## config.mk

```make
export PLATFORM = sky130hd
export DESIGN_NAME = dgcfg_regs
export DESIGN_NICKNAME = d
export VERILOG_FILES = /design/src/inc/dgcfg_pkg.sv /design/src/hdl/dgcfg_qchg_sel.sv /design/src/hdl/dgcfg_regs.sv
export SDC_FILE = /design/constraint.sdc
export NUM_CORES = 1
export LEC_CHECK = 0
export BUFFER_PORTS_ARGS = -buffer_cell sky130_fd_sc_hd__buf_2
export CORE_MARGIN = 2
export CORE_UTILIZATION = 50
export DETAILED_ROUTE_END_ITERATION = 8
export GPL_TIMING_DRIVEN = 1
export PLACE_DENSITY_LB_ADDON = 0.12
export SLEW_MARGIN = 30
export SYNTH_ARGS = -nofsm -noshare
export SYNTH_HDL_FRONTEND = slang
export SYNTH_SLANG_ARGS = --single-unit
export TNS_END_PERCENT = 10
```

## constraint.sdc

```tcl
create_clock -name MCLK -period 3 [get_ports MCLK]
set_input_delay 0.3 -clock MCLK [delete_from_list [all_inputs] [get_ports MCLK]]
set_output_delay 0.3 -clock MCLK [all_outputs]
set_load 0.1 [all_outputs]
```

## src/inc/dgcfg_pkg.sv

```systemverilog
// Constants for the global control and status register bank
// Operation
// - Eight-bit page selector, reset zero, read/write
// - Writing reset bit restores all register defaults
// - Reset bit clears itself after the reset
// - Bits five-four pick reference quick-charge time
// - Bit three: sleep exit powers regulator, reference
// - Bit two picks analog supply scheme
// - Bit one picks io supply scheme
// - Bit zero zero keeps device asleep
// - Analog supply flag forces analog scheme zero
// - Io supply flag forces io scheme zero
// - Status bit one reports undervoltage shutdown
// - Status bit zero picks wake after undervoltage
// - Misc bit six disables clock-error action
// - Misc bit one enables group address answer
package dgcfg_pkg;
    // Register offsets
    localparam logic [7:0] OFS_PAGE_SELECT = 8'h00;
    localparam logic [7:0] OFS_SOFT_RESET_CTRL = 8'h01;
    localparam logic [7:0] OFS_DEVICE_POWER_CONFIG = 8'h02;
    localparam logic [7:0] OFS_SUPPLY_BROWNOUT_STATUS = 8'h03;
    localparam logic [7:0] OFS_MISC_CONTROL = 8'h04;
    // Reset values
    localparam logic [7:0] RST_PAGE_SELECT = 8'h00;
    localparam logic [7:0] RST_DEVICE_POWER_CONFIG = 8'h00;
    localparam logic [7:0] RST_SUPPLY_BROWNOUT_STATUS = 8'h00;
    localparam logic [7:0] RST_MISC_CONTROL = 8'h00;
    // Writable masks
    localparam logic [7:0] WMASK_DEVICE_POWER_CONFIG = 8'h3f;
    localparam logic [7:0] WMASK_SUPPLY_BROWNOUT_STATUS = 8'h01;
    localparam logic [7:0] WMASK_MISC_CONTROL = 8'h42;
    // Field positions
    localparam int BIT_SOFT_RESET = 0;
    localparam int BIT_QCHG_LO = 4;
    localparam int BIT_SLEEP_EXIT_REF = 3;
    localparam int BIT_ANALOG_SCHEME = 2;
    localparam int BIT_IO_SCHEME = 1;
    localparam int BIT_AWAKE = 0;
    localparam int BIT_ANALOG_FORCED = 7;
    localparam int BIT_IO_FORCED = 6;
    localparam int BIT_UV_SHUTDOWN = 1;
    localparam int BIT_UV_WAKE = 0;
    localparam int BIT_IGNORE_CLK_ERR = 6;
    localparam int BIT_GROUP_ADDR = 1;
    // Quick-charge durations in microseconds, per code
    localparam int QCHG_US_0 = 3500;
    localparam int QCHG_US_1 = 10000;
    localparam int QCHG_US_2 = 50000;
    localparam int QCHG_US_3 = 100000;
    localparam int CLK_MHZ = 200;
endpackage

```

## src/hdl/dgcfg_qchg_sel.sv

```systemverilog
// Quick-charge duration lookup in clock cycles
`timescale 1ns/10ps
module dgcfg_qchg_sel
(
    // Code in
    input wire logic [1:0] code,
    // Cycle count out
    output logic [31:0] cycles
);
    // Map code to cycle count at the core clock rate
    always_comb
    begin
        case (code)
            2'h0: cycles = 32'(dgcfg_pkg::QCHG_US_0 * dgcfg_pkg::CLK_MHZ);
            2'h1: cycles = 32'(dgcfg_pkg::QCHG_US_1 * dgcfg_pkg::CLK_MHZ);
            2'h2: cycles = 32'(dgcfg_pkg::QCHG_US_2 * dgcfg_pkg::CLK_MHZ);
            default: cycles = 32'(dgcfg_pkg::QCHG_US_3 * dgcfg_pkg::CLK_MHZ);
        endcase
    end
endmodule

```

## src/hdl/dgcfg_regs.sv

```systemverilog
// Global control and status register bank
`timescale 1ns/10ps
module dgcfg_regs
(
    // Clock, reset, enable
    input wire logic MCLK,
    input wire logic RST_N,
    input wire logic CE,
    // Register access from the control bus decoder
    input wire logic WR_EN,
    input wire logic RD_EN,
    input wire logic [7:0] ADDR,
    input wire logic [7:0] WDATA,
    output logic [7:0] RDATA,
    output logic RVALID,
    // Supply and fault detectors
    input wire logic ANALOG_3V3_DET,
    input wire logic IO_3V3_DET,
    input wire logic UV_SHUTDOWN_EVT,
    input wire logic CLK_ERR_DET,
    // Bus address strap pins
    input wire logic [1:0] ADDR_PINS,
    // Controls out
    output logic [7:0] PAGE,
    output logic [1:0] REF_QUICK_CHARGE_TIME,
    output logic SLEEP_EXIT_REF_EN,
    output logic ANALOG_SUPPLY_SCHEME,
    output logic IO_SUPPLY_SCHEME,
    output logic AWAKE,
    output logic CLK_ERR_ACTION,
    output logic GROUP_ADDRESS_ENABLE,
    output logic [1:0] EFF_ADDR_PINS,
    output logic QCHG_ACTIVE
);

    ////////////////////////////////////////////////////////////////////////////
    // Register state
    logic [7:0] page_reg, page_next;
    logic [7:0] pwr_reg, pwr_next;
    logic ana_flag_reg, ana_flag_next;
    logic io_flag_reg, io_flag_next;
    logic uv_flag_reg, uv_flag_next;
    logic uv_wake_reg, uv_wake_next;
    logic [7:0] misc_reg, misc_next;
    logic sreset_reg, sreset_next;
    logic [7:0] rdata_reg, rdata_next;
    logic rvalid_reg, rvalid_next;
    logic awake_q_reg, awake_q_next;
    logic [31:0] qcnt_reg, qcnt_next;
    logic [31:0] qchg_cycles;

    function automatic logic hit(input logic [7:0] a, input logic [7:0] ofs);
        hit = (a == ofs);
    endfunction

    dgcfg_qchg_sel u_qchg
    (
        .code(pwr_reg[5:4]),
        .cycles(qchg_cycles)
    );

    ////////////////////////////////////////////////////////////////////////////
    // Next-state for the register bank
    always_comb
    begin
        page_next = page_reg;
        pwr_next = pwr_reg;
        uv_wake_next = uv_wake_reg;
        misc_next = misc_reg;
        sreset_next = 1'b0;
        ana_flag_next = ANALOG_3V3_DET;
        io_flag_next = IO_3V3_DET;
        uv_flag_next = uv_flag_reg | UV_SHUTDOWN_EVT;
        if (sreset_reg)
        begin
            // Previous cycle's soft reset: restore defaults
            page_next = dgcfg_pkg::RST_PAGE_SELECT;
            pwr_next = dgcfg_pkg::RST_DEVICE_POWER_CONFIG;
            uv_wake_next = dgcfg_pkg::RST_SUPPLY_BROWNOUT_STATUS[0];
            misc_next = dgcfg_pkg::RST_MISC_CONTROL;
            uv_flag_next = UV_SHUTDOWN_EVT;
        end
        else if (WR_EN)
        begin
            if (hit(ADDR, dgcfg_pkg::OFS_PAGE_SELECT))
                page_next = WDATA;
            if (hit(ADDR, dgcfg_pkg::OFS_SOFT_RESET_CTRL))
                sreset_next = WDATA[dgcfg_pkg::BIT_SOFT_RESET];
            if (hit(ADDR, dgcfg_pkg::OFS_DEVICE_POWER_CONFIG))
                pwr_next = WDATA & dgcfg_pkg::WMASK_DEVICE_POWER_CONFIG;
            if (hit(ADDR, dgcfg_pkg::OFS_SUPPLY_BROWNOUT_STATUS))
                uv_wake_next = WDATA[dgcfg_pkg::BIT_UV_WAKE];
            if (hit(ADDR, dgcfg_pkg::OFS_MISC_CONTROL))
                misc_next = WDATA & dgcfg_pkg::WMASK_MISC_CONTROL;
        end
        // Undervoltage shutdown: wake select decides sleep state
        if (UV_SHUTDOWN_EVT)
            pwr_next[dgcfg_pkg::BIT_AWAKE] = uv_wake_next;
    end

    ////////////////////////////////////////////////////////////////////////////
    // Read data path
    always_comb
    begin
        rdata_next = rdata_reg;
        rvalid_next = 1'b0;
        if (RD_EN)
        begin
            rvalid_next = 1'b1;
            case (ADDR)
                dgcfg_pkg::OFS_PAGE_SELECT: rdata_next = page_reg;
                dgcfg_pkg::OFS_SOFT_RESET_CTRL: rdata_next = {7'h00, sreset_reg};
                dgcfg_pkg::OFS_DEVICE_POWER_CONFIG: rdata_next = pwr_reg;
                dgcfg_pkg::OFS_SUPPLY_BROWNOUT_STATUS:
                    rdata_next = {ana_flag_reg, io_flag_reg, 4'h0, uv_flag_reg, uv_wake_reg};
                dgcfg_pkg::OFS_MISC_CONTROL: rdata_next = misc_reg;
                default: rdata_next = 8'h00;
            endcase
        end
    end

    ////////////////////////////////////////////////////////////////////////////
    // Quick-charge timer on wake with reference enabled
    always_comb
    begin
        awake_q_next = pwr_reg[dgcfg_pkg::BIT_AWAKE];
        qcnt_next = qcnt_reg;
        if (pwr_reg[dgcfg_pkg::BIT_AWAKE] && !awake_q_reg
            && pwr_reg[dgcfg_pkg::BIT_SLEEP_EXIT_REF])
            qcnt_next = qchg_cycles;
        else if (!pwr_reg[dgcfg_pkg::BIT_AWAKE])
            qcnt_next = 32'h0000_0000;
        else if (qcnt_reg != 32'h0000_0000)
            qcnt_next = qcnt_reg - 32'h0000_0001;
    end

    ////////////////////////////////////////////////////////////////////////////
    // State registers
    always_ff @(posedge MCLK)
    begin
        if (!RST_N)
        begin
            page_reg <= dgcfg_pkg::RST_PAGE_SELECT;
            pwr_reg <= dgcfg_pkg::RST_DEVICE_POWER_CONFIG;
            ana_flag_reg <= 1'b0;
            io_flag_reg <= 1'b0;
            uv_flag_reg <= 1'b0;
            uv_wake_reg <= 1'b0;
            misc_reg <= dgcfg_pkg::RST_MISC_CONTROL;
            sreset_reg <= 1'b0;
            rdata_reg <= 8'h00;
            rvalid_reg <= 1'b0;
            awake_q_reg <= 1'b0;
            qcnt_reg <= 32'h0000_0000;
        end
        else if (CE)
        begin
            page_reg <= page_next;
            pwr_reg <= pwr_next;
            ana_flag_reg <= ana_flag_next;
            io_flag_reg <= io_flag_next;
            uv_flag_reg <= uv_flag_next;
            uv_wake_reg <= uv_wake_next;
            misc_reg <= misc_next;
            sreset_reg <= sreset_next;
            rdata_reg <= rdata_next;
            rvalid_reg <= rvalid_next;
            awake_q_reg <= awake_q_next;
            qcnt_reg <= qcnt_next;
        end
    end

    ////////////////////////////////////////////////////////////////////////////
    // Registered control outputs
    always_ff @(posedge MCLK)
    begin
        if (!RST_N)
        begin
            PAGE <= 8'h00;
            REF_QUICK_CHARGE_TIME <= 2'h0;
            SLEEP_EXIT_REF_EN <= 1'b0;
            ANALOG_SUPPLY_SCHEME <= 1'b0;
            IO_SUPPLY_SCHEME <= 1'b0;
            AWAKE <= 1'b0;
            CLK_ERR_ACTION <= 1'b0;
            GROUP_ADDRESS_ENABLE <= 1'b0;
            EFF_ADDR_PINS <= 2'h0;
            QCHG_ACTIVE <= 1'b0;
        end
        else if (CE)
        begin
            PAGE <= page_next;
            REF_QUICK_CHARGE_TIME <= pwr_next[5:4];
            SLEEP_EXIT_REF_EN <= pwr_next[dgcfg_pkg::BIT_SLEEP_EXIT_REF];
            ANALOG_SUPPLY_SCHEME <= pwr_next[dgcfg_pkg::BIT_ANALOG_SCHEME]
                & ~ANALOG_3V3_DET;
            IO_SUPPLY_SCHEME <= pwr_next[dgcfg_pkg::BIT_IO_SCHEME]
                & ~IO_3V3_DET;
            AWAKE <= pwr_next[dgcfg_pkg::BIT_AWAKE];
            CLK_ERR_ACTION <= CLK_ERR_DET & ~misc_next[dgcfg_pkg::BIT_IGNORE_CLK_ERR];
            GROUP_ADDRESS_ENABLE <= misc_next[dgcfg_pkg::BIT_GROUP_ADDR];
            EFF_ADDR_PINS <= misc_next[dgcfg_pkg::BIT_GROUP_ADDR] ? 2'h0 : ADDR_PINS;
            QCHG_ACTIVE <= (qcnt_next != 32'h0000_0000);
        end
    end

    assign RDATA = rdata_reg;
    assign RVALID = rvalid_reg;

    ////////////////////////////////////////////////////////////////////////////
    // Assertions
    property p_page_write;
        @(posedge MCLK) disable iff (!RST_N)
        (CE && WR_EN && !sreset_reg && ADDR == dgcfg_pkg::OFS_PAGE_SELECT)
            |=> (PAGE == $past(WDATA));
    endproperty
    a_page_write: assert property (p_page_write) else $error("page not written");

    property p_sreset_defaults;
        @(posedge MCLK) disable iff (!RST_N)
        (CE && sreset_reg) |=> (PAGE == 8'h00 && GROUP_ADDRESS_ENABLE == 1'b0);
    endproperty
    a_sreset_defaults: assert property (p_sreset_defaults) else $error("defaults lost");

    property p_sreset_clear;
        @(posedge MCLK) disable iff (!RST_N)
        (CE && sreset_reg) |=> !sreset_reg;
    endproperty
    a_sreset_clear: assert property (p_sreset_clear) else $error("reset bit stuck");

    property p_analog_forced;
        @(posedge MCLK) disable iff (!RST_N)
        (CE && ANALOG_3V3_DET) |=> !ANALOG_SUPPLY_SCHEME;
    endproperty
    a_analog_forced: assert property (p_analog_forced) else $error("analog not forced");

    property p_io_forced;
        @(posedge MCLK) disable iff (!RST_N)
        (CE && IO_3V3_DET) |=> !IO_SUPPLY_SCHEME;
    endproperty
    a_io_forced: assert property (p_io_forced) else $error("io not forced");

    property p_uv_sticky;
        @(posedge MCLK) disable iff (!RST_N)
        (CE && UV_SHUTDOWN_EVT) |=> uv_flag_reg;
    endproperty
    a_uv_sticky: assert property (p_uv_sticky) else $error("undervoltage flag missed");

    property p_uv_wake;
        @(posedge MCLK) disable iff (!RST_N)
        (CE && UV_SHUTDOWN_EVT && !WR_EN && !sreset_reg) |=> (AWAKE == $past(uv_wake_reg));
    endproperty
    a_uv_wake: assert property (p_uv_wake) else $error("wake select ignored");

    property p_clk_err;
        @(posedge MCLK) disable iff (!RST_N)
        (CE && misc_reg[dgcfg_pkg::BIT_IGNORE_CLK_ERR] && !WR_EN && !sreset_reg)
            |=> !CLK_ERR_ACTION;
    endproperty
    a_clk_err: assert property (p_clk_err) else $error("clock error not ignored");

    property p_group_addr;
        @(posedge MCLK) disable iff (!RST_N)
        GROUP_ADDRESS_ENABLE |-> (EFF_ADDR_PINS == 2'h0);
    endproperty
    a_group_addr: assert property (p_group_addr) else $error("address bits not zero");

    property p_reserved_zero;
        @(posedge MCLK) disable iff (!RST_N)
        (CE && RD_EN && ADDR == dgcfg_pkg::OFS_MISC_CONTROL) |=> (RDATA[7] == 1'b0 && RDATA[0] == 1'b0);
    endproperty
    a_reserved_zero: assert property (p_reserved_zero) else $error("reserved bit set");

    property p_qchg_code;
        @(posedge MCLK) disable iff (!RST_N)
        (CE && WR_EN && !sreset_reg && ADDR == dgcfg_pkg::OFS_DEVICE_POWER_CONFIG)
            |=> (REF_QUICK_CHARGE_TIME == $past(WDATA[5:4]));
    endproperty
    a_qchg_code: assert property (p_qchg_code) else $error("charge code lost");

    property p_exit_ref;
        @(posedge MCLK) disable iff (!RST_N)
        (CE && WR_EN && !sreset_reg && ADDR == dgcfg_pkg::OFS_DEVICE_POWER_CONFIG)
            |=> (SLEEP_EXIT_REF_EN == $past(WDATA[dgcfg_pkg::BIT_SLEEP_EXIT_REF]));
    endproperty
    a_exit_ref: assert property (p_exit_ref) else $error("exit select lost");

    // Waking with the reference selected must start the charge timer
    property p_qchg_start;
        @(posedge MCLK) disable iff (!RST_N)
        (CE && pwr_reg[dgcfg_pkg::BIT_AWAKE] && !awake_q_reg
            && pwr_reg[dgcfg_pkg::BIT_SLEEP_EXIT_REF]) |=> QCHG_ACTIVE;
    endproperty
    a_qchg_start: assert property (p_qchg_start) else $error("charge timer idle");

    property p_ana_scheme;
        @(posedge MCLK) disable iff (!RST_N)
        (CE && WR_EN && !sreset_reg && !ANALOG_3V3_DET
            && ADDR == dgcfg_pkg::OFS_DEVICE_POWER_CONFIG)
            |=> (ANALOG_SUPPLY_SCHEME == $past(WDATA[dgcfg_pkg::BIT_ANALOG_SCHEME]));
    endproperty
    a_ana_scheme: assert property (p_ana_scheme) else $error("analog scheme lost");

    property p_io_scheme;
        @(posedge MCLK) disable iff (!RST_N)
        (CE && WR_EN && !sreset_reg && !IO_3V3_DET
            && ADDR == dgcfg_pkg::OFS_DEVICE_POWER_CONFIG)
            |=> (IO_SUPPLY_SCHEME == $past(WDATA[dgcfg_pkg::BIT_IO_SCHEME]));
    endproperty
    a_io_scheme: assert property (p_io_scheme) else $error("io scheme lost");

    // Undervoltage events override the sleep bit, so they are left out
    property p_awake_write;
        @(posedge MCLK) disable iff (!RST_N)
        (CE && WR_EN && !sreset_reg && !UV_SHUTDOWN_EVT
            && ADDR == dgcfg_pkg::OFS_DEVICE_POWER_CONFIG)
            |=> (AWAKE == $past(WDATA[dgcfg_pkg::BIT_AWAKE]));
    endproperty
    a_awake_write: assert property (p_awake_write) else $error("sleep bit lost");
endmodule

```

* Word-level counts from Yosys, hierarchy flattened
Cells that the tools add are included.
** Word-level totals
- Register bits :: 82
- Input bits :: 27
- Word-level logic and storage cells :: 76
** Cells by class
- Add/subtract/negate cells :: 1
- Eq/ne operators :: 6
- Muxes and demuxes :: 24
- Bitwise operators :: 7
- Reduce and logical (&&, ||, !) cells :: 15
** Operators by type and width (count)
- 2-to-1 mux 32 bit :: 3
- one-hot mux 25 bit (3 select lines) :: 1
- 2-to-1 mux 8 bit :: 9
- nonzero test 32 bit :: 2
- one-hot mux 8 bit (5 select lines) :: 1
- subtractor 32 x 1 -> 32 bit (second input constant) :: 1
- == test 8 x 2 -> 1 bit (second input constant) :: 2
- 2-to-1 mux 1 bit :: 9
- AND reduction 3 bit :: 3
- == test 8 x 1 -> 1 bit (second input constant) :: 1
- == test 8 x 3 -> 1 bit (second input constant) :: 1
- logical NOT 8 bit :: 1
- nonzero test 2 bit :: 4
- bitwise AND 1 bit :: 3
- NOT 1 bit :: 3
- == test 2 x 1 -> 1 bit (second input constant) :: 1
- == test 2 bit (second input constant) :: 1
- logical AND 1 bit :: 2
- logical NOT 2 bit :: 1
- 2-to-1 mux 2 bit :: 1
- AND reduction 2 bit :: 1
- logical NOT 1 bit :: 1
- OR 1 bit :: 1

* Logic depth before layout (Yosys ltp)
- Depth in word-level cells :: 6
- Depth in mapped cells :: 12
- Mapped depth without buffers :: 10

* Cells and area by module
From an unflattened synthesis, not the netlist that was laid out.
** Second synthesis, totals
- Cells, all modules :: 590
- Area total of the unflattened synthesis :: 4596.9 um^2
** Modules (own cells, without submodules)
- dgcfg_regs :: instances 1, cells an instance 551, area an instance 4285.4 um^2
- dgcfg_qchg_sel :: instances 1, cells an instance 39, area an instance 311.5 um^2

* Worst setup path before layout
Ideal clock, no wire load.
- Path kind :: register to register
- From :: register qcnt_reg[24]
- To :: register QCHG_ACTIVE
- Setup time :: 0.124 ns
- Data arrival time :: 2.937 ns
- Required time :: 2.876 ns
- Path slack :: -0.061 ns
- Cell stages (with the launch flop) :: 13
- Period minus slack after synthesis :: 3.061 ns
- Cells stage by stage :: dfxtp_1 -> buf_6 -> or4_4 -> buf_6 -> or4_4 -> buf_6 -> or4_1 -> buf_2 -> nor4_2 -> a21oi_1 -> o41ai_1 -> and3_1 -> a31oi_1
** Between the ends
- Cells in the longest elaborated chain, start to end :: 5
- Elaborated cells on any way between the ends :: 6
** RTL lines
- from (decl) :: line dgcfg_regs.sv:49 : logic [31:0] qcnt_reg, qcnt_next;
- from (signal assigned) :: line dgcfg_regs.sv:169 : qcnt_reg <= qcnt_next;
- subtractor 32 x 1 -> 32 bit / nonzero test 32 bit (equally long branches) :: line dgcfg_regs.sv:134, dgcfg_regs.sv:133
- 2-to-1 mux 32 bit (*) :: line dgcfg_regs.sv:133 : else if (qcnt_reg != 32'h0000_0000)
- 2-to-1 mux 32 bit (*) :: line dgcfg_regs.sv:131 : else if (!pwr_reg[dgcfg_pkg::BIT_AWAKE])
- 2-to-1 mux 32 bit (*) :: line dgcfg_regs.sv:128 : if (pwr_reg[dgcfg_pkg::BIT_AWAKE] && !awake_q_reg
- nonzero test 32 bit (*) :: line dgcfg_regs.sv:203 : QCHG_ACTIVE <= (qcnt_next != 32'h0000_0000);
- to (signal assigned) :: line dgcfg_regs.sv:203
- to (decl) :: line dgcfg_regs.sv:33 : output logic QCHG_ACTIVE
Every way passes the cells marked *; elsewhere a longest branch is shown, timed or not.
A chain may end at the register's enable or synchronous reset.

* Final worst setup path
- From :: register qcnt_reg[25]
- To :: register QCHG_ACTIVE
The elaborated chain is that of the path after synthesis.

==> impl_metrics.prom <==
# TYPE chip_impl_metric gauge
chip_impl_metric{name="ys_warn_count",unit=""} 0
chip_impl_metric{name="syn_nets",unit=""} 553
chip_impl_metric{name="postSynthAreaPerCell",unit="um^2"} 7.82
chip_impl_metric{name="largest_register_ff_count",unit=""} 32
chip_impl_metric{name="reg2regPathDepth",unit=""} 8
chip_impl_metric{name="numCtsBuffers",unit=""} 9
chip_impl_metric{name="nets",unit=""} 604
chip_impl_metric{name="layout-drive-gt1-share",unit="%"} 20.9
chip_impl_info{name="tritoncts",value="built"} 1
chip_impl_info{name="hold_removal_path_class",value="input pin to flop"} 1
chip_impl_metric{name="synth-xor-area-share",unit="%"} 3.25
chip_impl_metric{name="die_area",unit="mm^2"} 0.00882
chip_impl_metric{name="fraction_of_the_mapped_netlist_area_in_simple_logic_gates",unit="%"} 26.7
chip_impl_metric{name="flow.area_growth_from_synthesis",unit="%"} 16.6
chip_impl_info{name="critPathCaptureType",value="flop"} 1
chip_impl_metric{name="ir_drop",unit="mV"} 0.252
chip_impl_metric{name="cts.reportedPaths.clkPinSlew",unit="ns"} 0.08
chip_impl_metric{name="reg2reg_setup_slack",unit="ns"} 0.03
chip_impl_metric{name="drtPass1Iterations",unit=""} 5
chip_impl_metric{name="max_slew.worst_pin.slew",unit="ns"} 0.602
chip_impl_metric{name="sw_frac_of_total",unit="%"} 32.3
chip_impl_metric{name="first_iter_violations",unit=""} 314
chip_impl_metric{name="timing.final.hold_violations",unit=""} 0
chip_impl_metric{name="grt_pass1_vias",unit=""} 3893
chip_impl_metric{name="leakagePower",unit="nW"} 1.92
chip_impl_metric{name="tns",unit="ns"} 0
chip_impl_metric{name="timing.hold.worst_path_depth",unit=""} 3
chip_impl_metric{name="initial_core_util",unit="%"} 52.1
chip_impl_metric{name="grt_antenna_before_repair",unit=""} 0
chip_impl_info{name="worstReg2RegEnd",value="QCHG_ACTIVE$_SDFFE_PN0P_"} 1
chip_impl_metric{name="pin_count_of_the_biggest_net_entering_global_routing",unit=""} 44
chip_impl_metric{name="ys_types",unit=""} 61
chip_impl_metric{name="cts_max_path_buffers",unit=""} 2
chip_impl_metric{name="drv.max_cap_violation_count",unit=""} 0
chip_impl_metric{name="gpl.final_weighted_congestion",unit=""} 0.936
chip_impl_metric{name="timing.clock.skew",unit="ns"} 0.00899
chip_impl_metric{name="finalSetupViolCount",unit=""} 0
chip_impl_metric{name="grt_first_pass_wirelength",unit="um"} 19100
chip_impl_metric{name="max_clock_freq",unit="GHz"} 0.337
chip_impl_metric{name="die_width",unit="um"} 93.9
chip_impl_metric{name="core_region_area",unit="mm^2"} 0.00777
chip_impl_metric{name="ys_seq_elements",unit=""} 69
chip_impl_metric{name="final_cell_area",unit="mm^2"} 0.00471
chip_impl_metric{name="pwr-share-seq",unit="%"} 40.9
chip_impl_info{name="worst-setup-path-type",value="flop to flop"} 1
chip_impl_metric{name="dpl.cell_count",unit=""} 658
chip_impl_metric{name="finalNonFillerCells",unit=""} 675
chip_impl_metric{name="critical_path.max_fanout",unit=""} 7
chip_impl_metric{name="detail_route.wl_per_cell",unit="um"} 17.4
chip_impl_metric{name="netlist_area",unit="mm^2"} 0.00404
chip_impl_metric{name="sequential_area_share_after_synthesis",unit="%"} 34.2
chip_impl_info{name="worstHoldStart",value="ADDR_PINS[0]"} 1
chip_impl_metric{name="crit_arrival",unit="ns"} 3.25
chip_impl_metric{name="dpl_cell_area",unit="mm^2"} 0.00444
chip_impl_metric{name="post_synth_arst_share",unit="%"} 0
chip_impl_info{name="critPathLaunchType",value="flop"} 1
chip_impl_metric{name="critPathRequiredTime",unit="ns"} 3.28
chip_impl_metric{name="fin_total_pwr",unit="W"} 0.00237
chip_impl_metric{name="rows",unit=""} 32
chip_impl_info{name="run_status",value="finished, final reports clean"} 1
chip_impl_metric{name="clock_insertion_delay_worst_skew",unit="ns"} 0.35
chip_impl_metric{name="cts_hold_buf",unit=""} 0
chip_impl_metric{name="io_pins",unit=""} 55
chip_impl_metric{name="synth_compound_gate_area_share",unit="%"} 22.9
chip_impl_metric{name="fin_crit_sh",unit="%"} 99.1
chip_impl_metric{name="grt_overflow",unit=""} 0
chip_impl_metric{name="power.density",unit="mW/mm^2"} 503
chip_impl_info{name="regToRegStartpoint",value="qcnt_reg[25]$_SDFFE_PN0P_"} 1
chip_impl_metric{name="pwr-share-comb",unit="%"} 23.0
chip_impl_info{name="hold_path_end",value="EFF_ADDR_PINS[0]$_SDFFE_PN0P_"} 1
chip_impl_metric{name="max_slew_margin",unit="%"} 58.8
chip_impl_metric{name="netlist_instances",unit=""} 517
chip_impl_metric{name="numClockSinks",unit=""} 69
chip_impl_metric{name="period_minus_slack",unit="ns"} 2.97
chip_impl_metric{name="hpwl",unit="um"} 8440
chip_impl_metric{name="ctsHtreeMaxLevel",unit=""} 3
chip_impl_metric{name="filler_cell_count",unit=""} 727
chip_impl_metric{name="final_antenna_net_count",unit=""} 0
chip_impl_metric{name="viasPerCell",unit=""} 6.23
chip_impl_metric{name="route.final.wire_length",unit="um"} 11800
chip_impl_metric{name="grt.total_usage",unit="%"} 27.4
chip_impl_metric{name="place.port_buffers",unit=""} 54
chip_impl_metric{name="final.hold.worst_slack",unit="ns"} 0.182
chip_impl_metric{name="n_antenna_cell",unit=""} 0
chip_impl_info{name="synthFlopType",value="dfxtp_1"} 1
chip_impl_metric{name="vias",unit=""} 4203
chip_impl_info{name="cts.root.buffer_cell",value="clkbuf_8"} 1
chip_impl_metric{name="pwr-share-clk",unit="%"} 36.1
chip_impl_metric{name="net-switching-power",unit="W"} 0.000764
chip_impl_metric{name="synth_edf_count",unit=""} 0
chip_impl_info{name="synth_top_family_by_area",value="simple AND/OR/NAND/NOR gates"} 1
chip_impl_metric{name="multiplexer_fraction_of_the_synthesized_cell_area",unit="%"} 5.20
chip_impl_metric{name="slew_violations",unit=""} 0
chip_impl_metric{name="synth_adder_area_share",unit="%"} 2.78
chip_impl_metric{name="power_report.internal_total",unit="W"} 0.00160
chip_impl_metric{name="height_of_the_die",unit="um"} 93.9
chip_impl_metric{name="drc",unit=""} 0
==> synthesized netlist by cell type, types with 7 or more instances <==
cell type,n,area share [%]
ha_1,9,2.8
a21oi_1,49,6.1
dfxtp_1,69,34
nor3_1,19,2.4
clkbuf_1,27,2.5
nand2_1,28,2.6
a22oi_1,21,3.9
inv_1,7,0.65
nor4_1,21,3.2
mux2i_1,12,3.0
xor2_1,7,1.5
nor2_1,85,7.9
or3_1,11,1.7
xnor2_1,8,1.7
o21ai_0,26,3.2
==> power by group through the flow <==
stage | combinational, W | sequential (W) | clock (W)
6_report | 0.000544 | 0.000969 | 0.000856
5_1_grt | 0.000590 | 0.000972 | 0.000902
2_1_floorplan | 0.000344 | 0.00102 | 0
3_5_place_dp | 0.000511 | 0.000989 | 0
3_3_place_gp | 0.000507 | 0.000989 | 0
4_1_cts | 0.000515 | 0.000967 | 0.000859
==> cell usage in the layout, fill, tap and decap left out, types with 5 or more instances in the layout <==
cell       n
ha_1       9
nor4_1    18
buf_2     54
nor2_1    85
o31ai_1    6
mux2_2     5
o21ai_0   26
a21oi_1   49
nand3_1    5
inv_1      7
and2_1     5
o21ai_1    5
mux2i_1   12
nor3_1    19
xnor2_1    8
clkbuf_8   9
a22oi_1   21
xor2_1     7
nand2_1   28
dfxtp_1   68
buf_4     24
or4_4      5
or3_1     11
==> final cells by class <==
| cell class | instances | area [um^2] | area share (%) |
|---|---|---|---|
| clock buffers | 10 | 128 | 2.71 |
| clock inverters | 6 | 87.6 | 1.86 |
| inverters | 7 | 26.3 | 0.557 |
| multi-input cells | 403 | 2510 | 53.3 |
| flip-flops and latches | 69 | 1380 | 29.3 |
| well taps | 102 | 128 | 2.71 |
| repair buffers | 78 | 450 | 9.56 |
==> metal layers <==
layer | GRT usage, % | wire length, um | part of all wire (%) | up-vias
li1 | - | - | - | 2014
met1 | 35.3 | 4980 | 42 | 1967
met2 | 45.5 | 5660 | 48 | 196
met3 | 4.17 | 795 | 6.8 | 26
met4 | 12.0 | 335 | 2.8 | 0
met5 | 0 | 0 | 0 | -
==> worst max-delay path, stage by stage, from the launching register on <==
cell and delay (ns):
dfxtp_2 0.35, or4_4 0.55, or4_4 0.52, or4_4 0.45, or4_4 0.42, a21oi_2 0.18, nor4_2 0.07, and3_1 0.19
a31oi_1 0.17
==> through the flow <==
stage | setup WS [ns] | utilization [%]
2_1_floorplan | -0.00925 | -
3_3_place_gp | 0.157 | 57.2
3_5_place_dp | 0.0616 | 57.2
4_1_cts | 0.0574 | 60.0
5_1_grt | -0.0168 | 60.7
6_report | 0.0283 | 60.7
==> how the worst max path moves through the flow <==
stage                     slack (ns)                       from  depth (start not counted)                        to
final                           0.03  qcnt_reg[25]$_SDFFE_PN0P_                          8  QCHG_ACTIVE$_SDFFE_PN0P_
after CTS                       0.06  qcnt_reg[25]$_SDFFE_PN0P_                          8  QCHG_ACTIVE$_SDFFE_PN0P_
after floorplan               -0.009  qcnt_reg[24]$_SDFFE_PN0P_                         11  QCHG_ACTIVE$_SDFFE_PN0P_
after global routing           -0.02  qcnt_reg[25]$_SDFFE_PN0P_                          8  QCHG_ACTIVE$_SDFFE_PN0P_
after global placement          0.16  qcnt_reg[25]$_SDFFE_PN0P_                          8  QCHG_ACTIVE$_SDFFE_PN0P_
after detailed placement        0.06  qcnt_reg[25]$_SDFFE_PN0P_                          8  QCHG_ACTIVE$_SDFFE_PN0P_
==> kinds of logic (layout without fill, tap and decap cells) <==
group	after synthesis	after routing
and+or+nand+nor	213	213
AOI/OAI and AO/OA	147	147
DFF	69	69
buffers and inverters	45	101
muxes	19	19
xor gates and xnor gates	15	15
adders and majority gates	9	9
==> what timing repair did <==
| item | CTS | global route |
|---|---|---|
| resized for setup | 0 | 10 |
| setup buffers | 0 | 1 |
| setup endpoints to repair | 0 | 1 |
(Power assumes the default switching activity.)
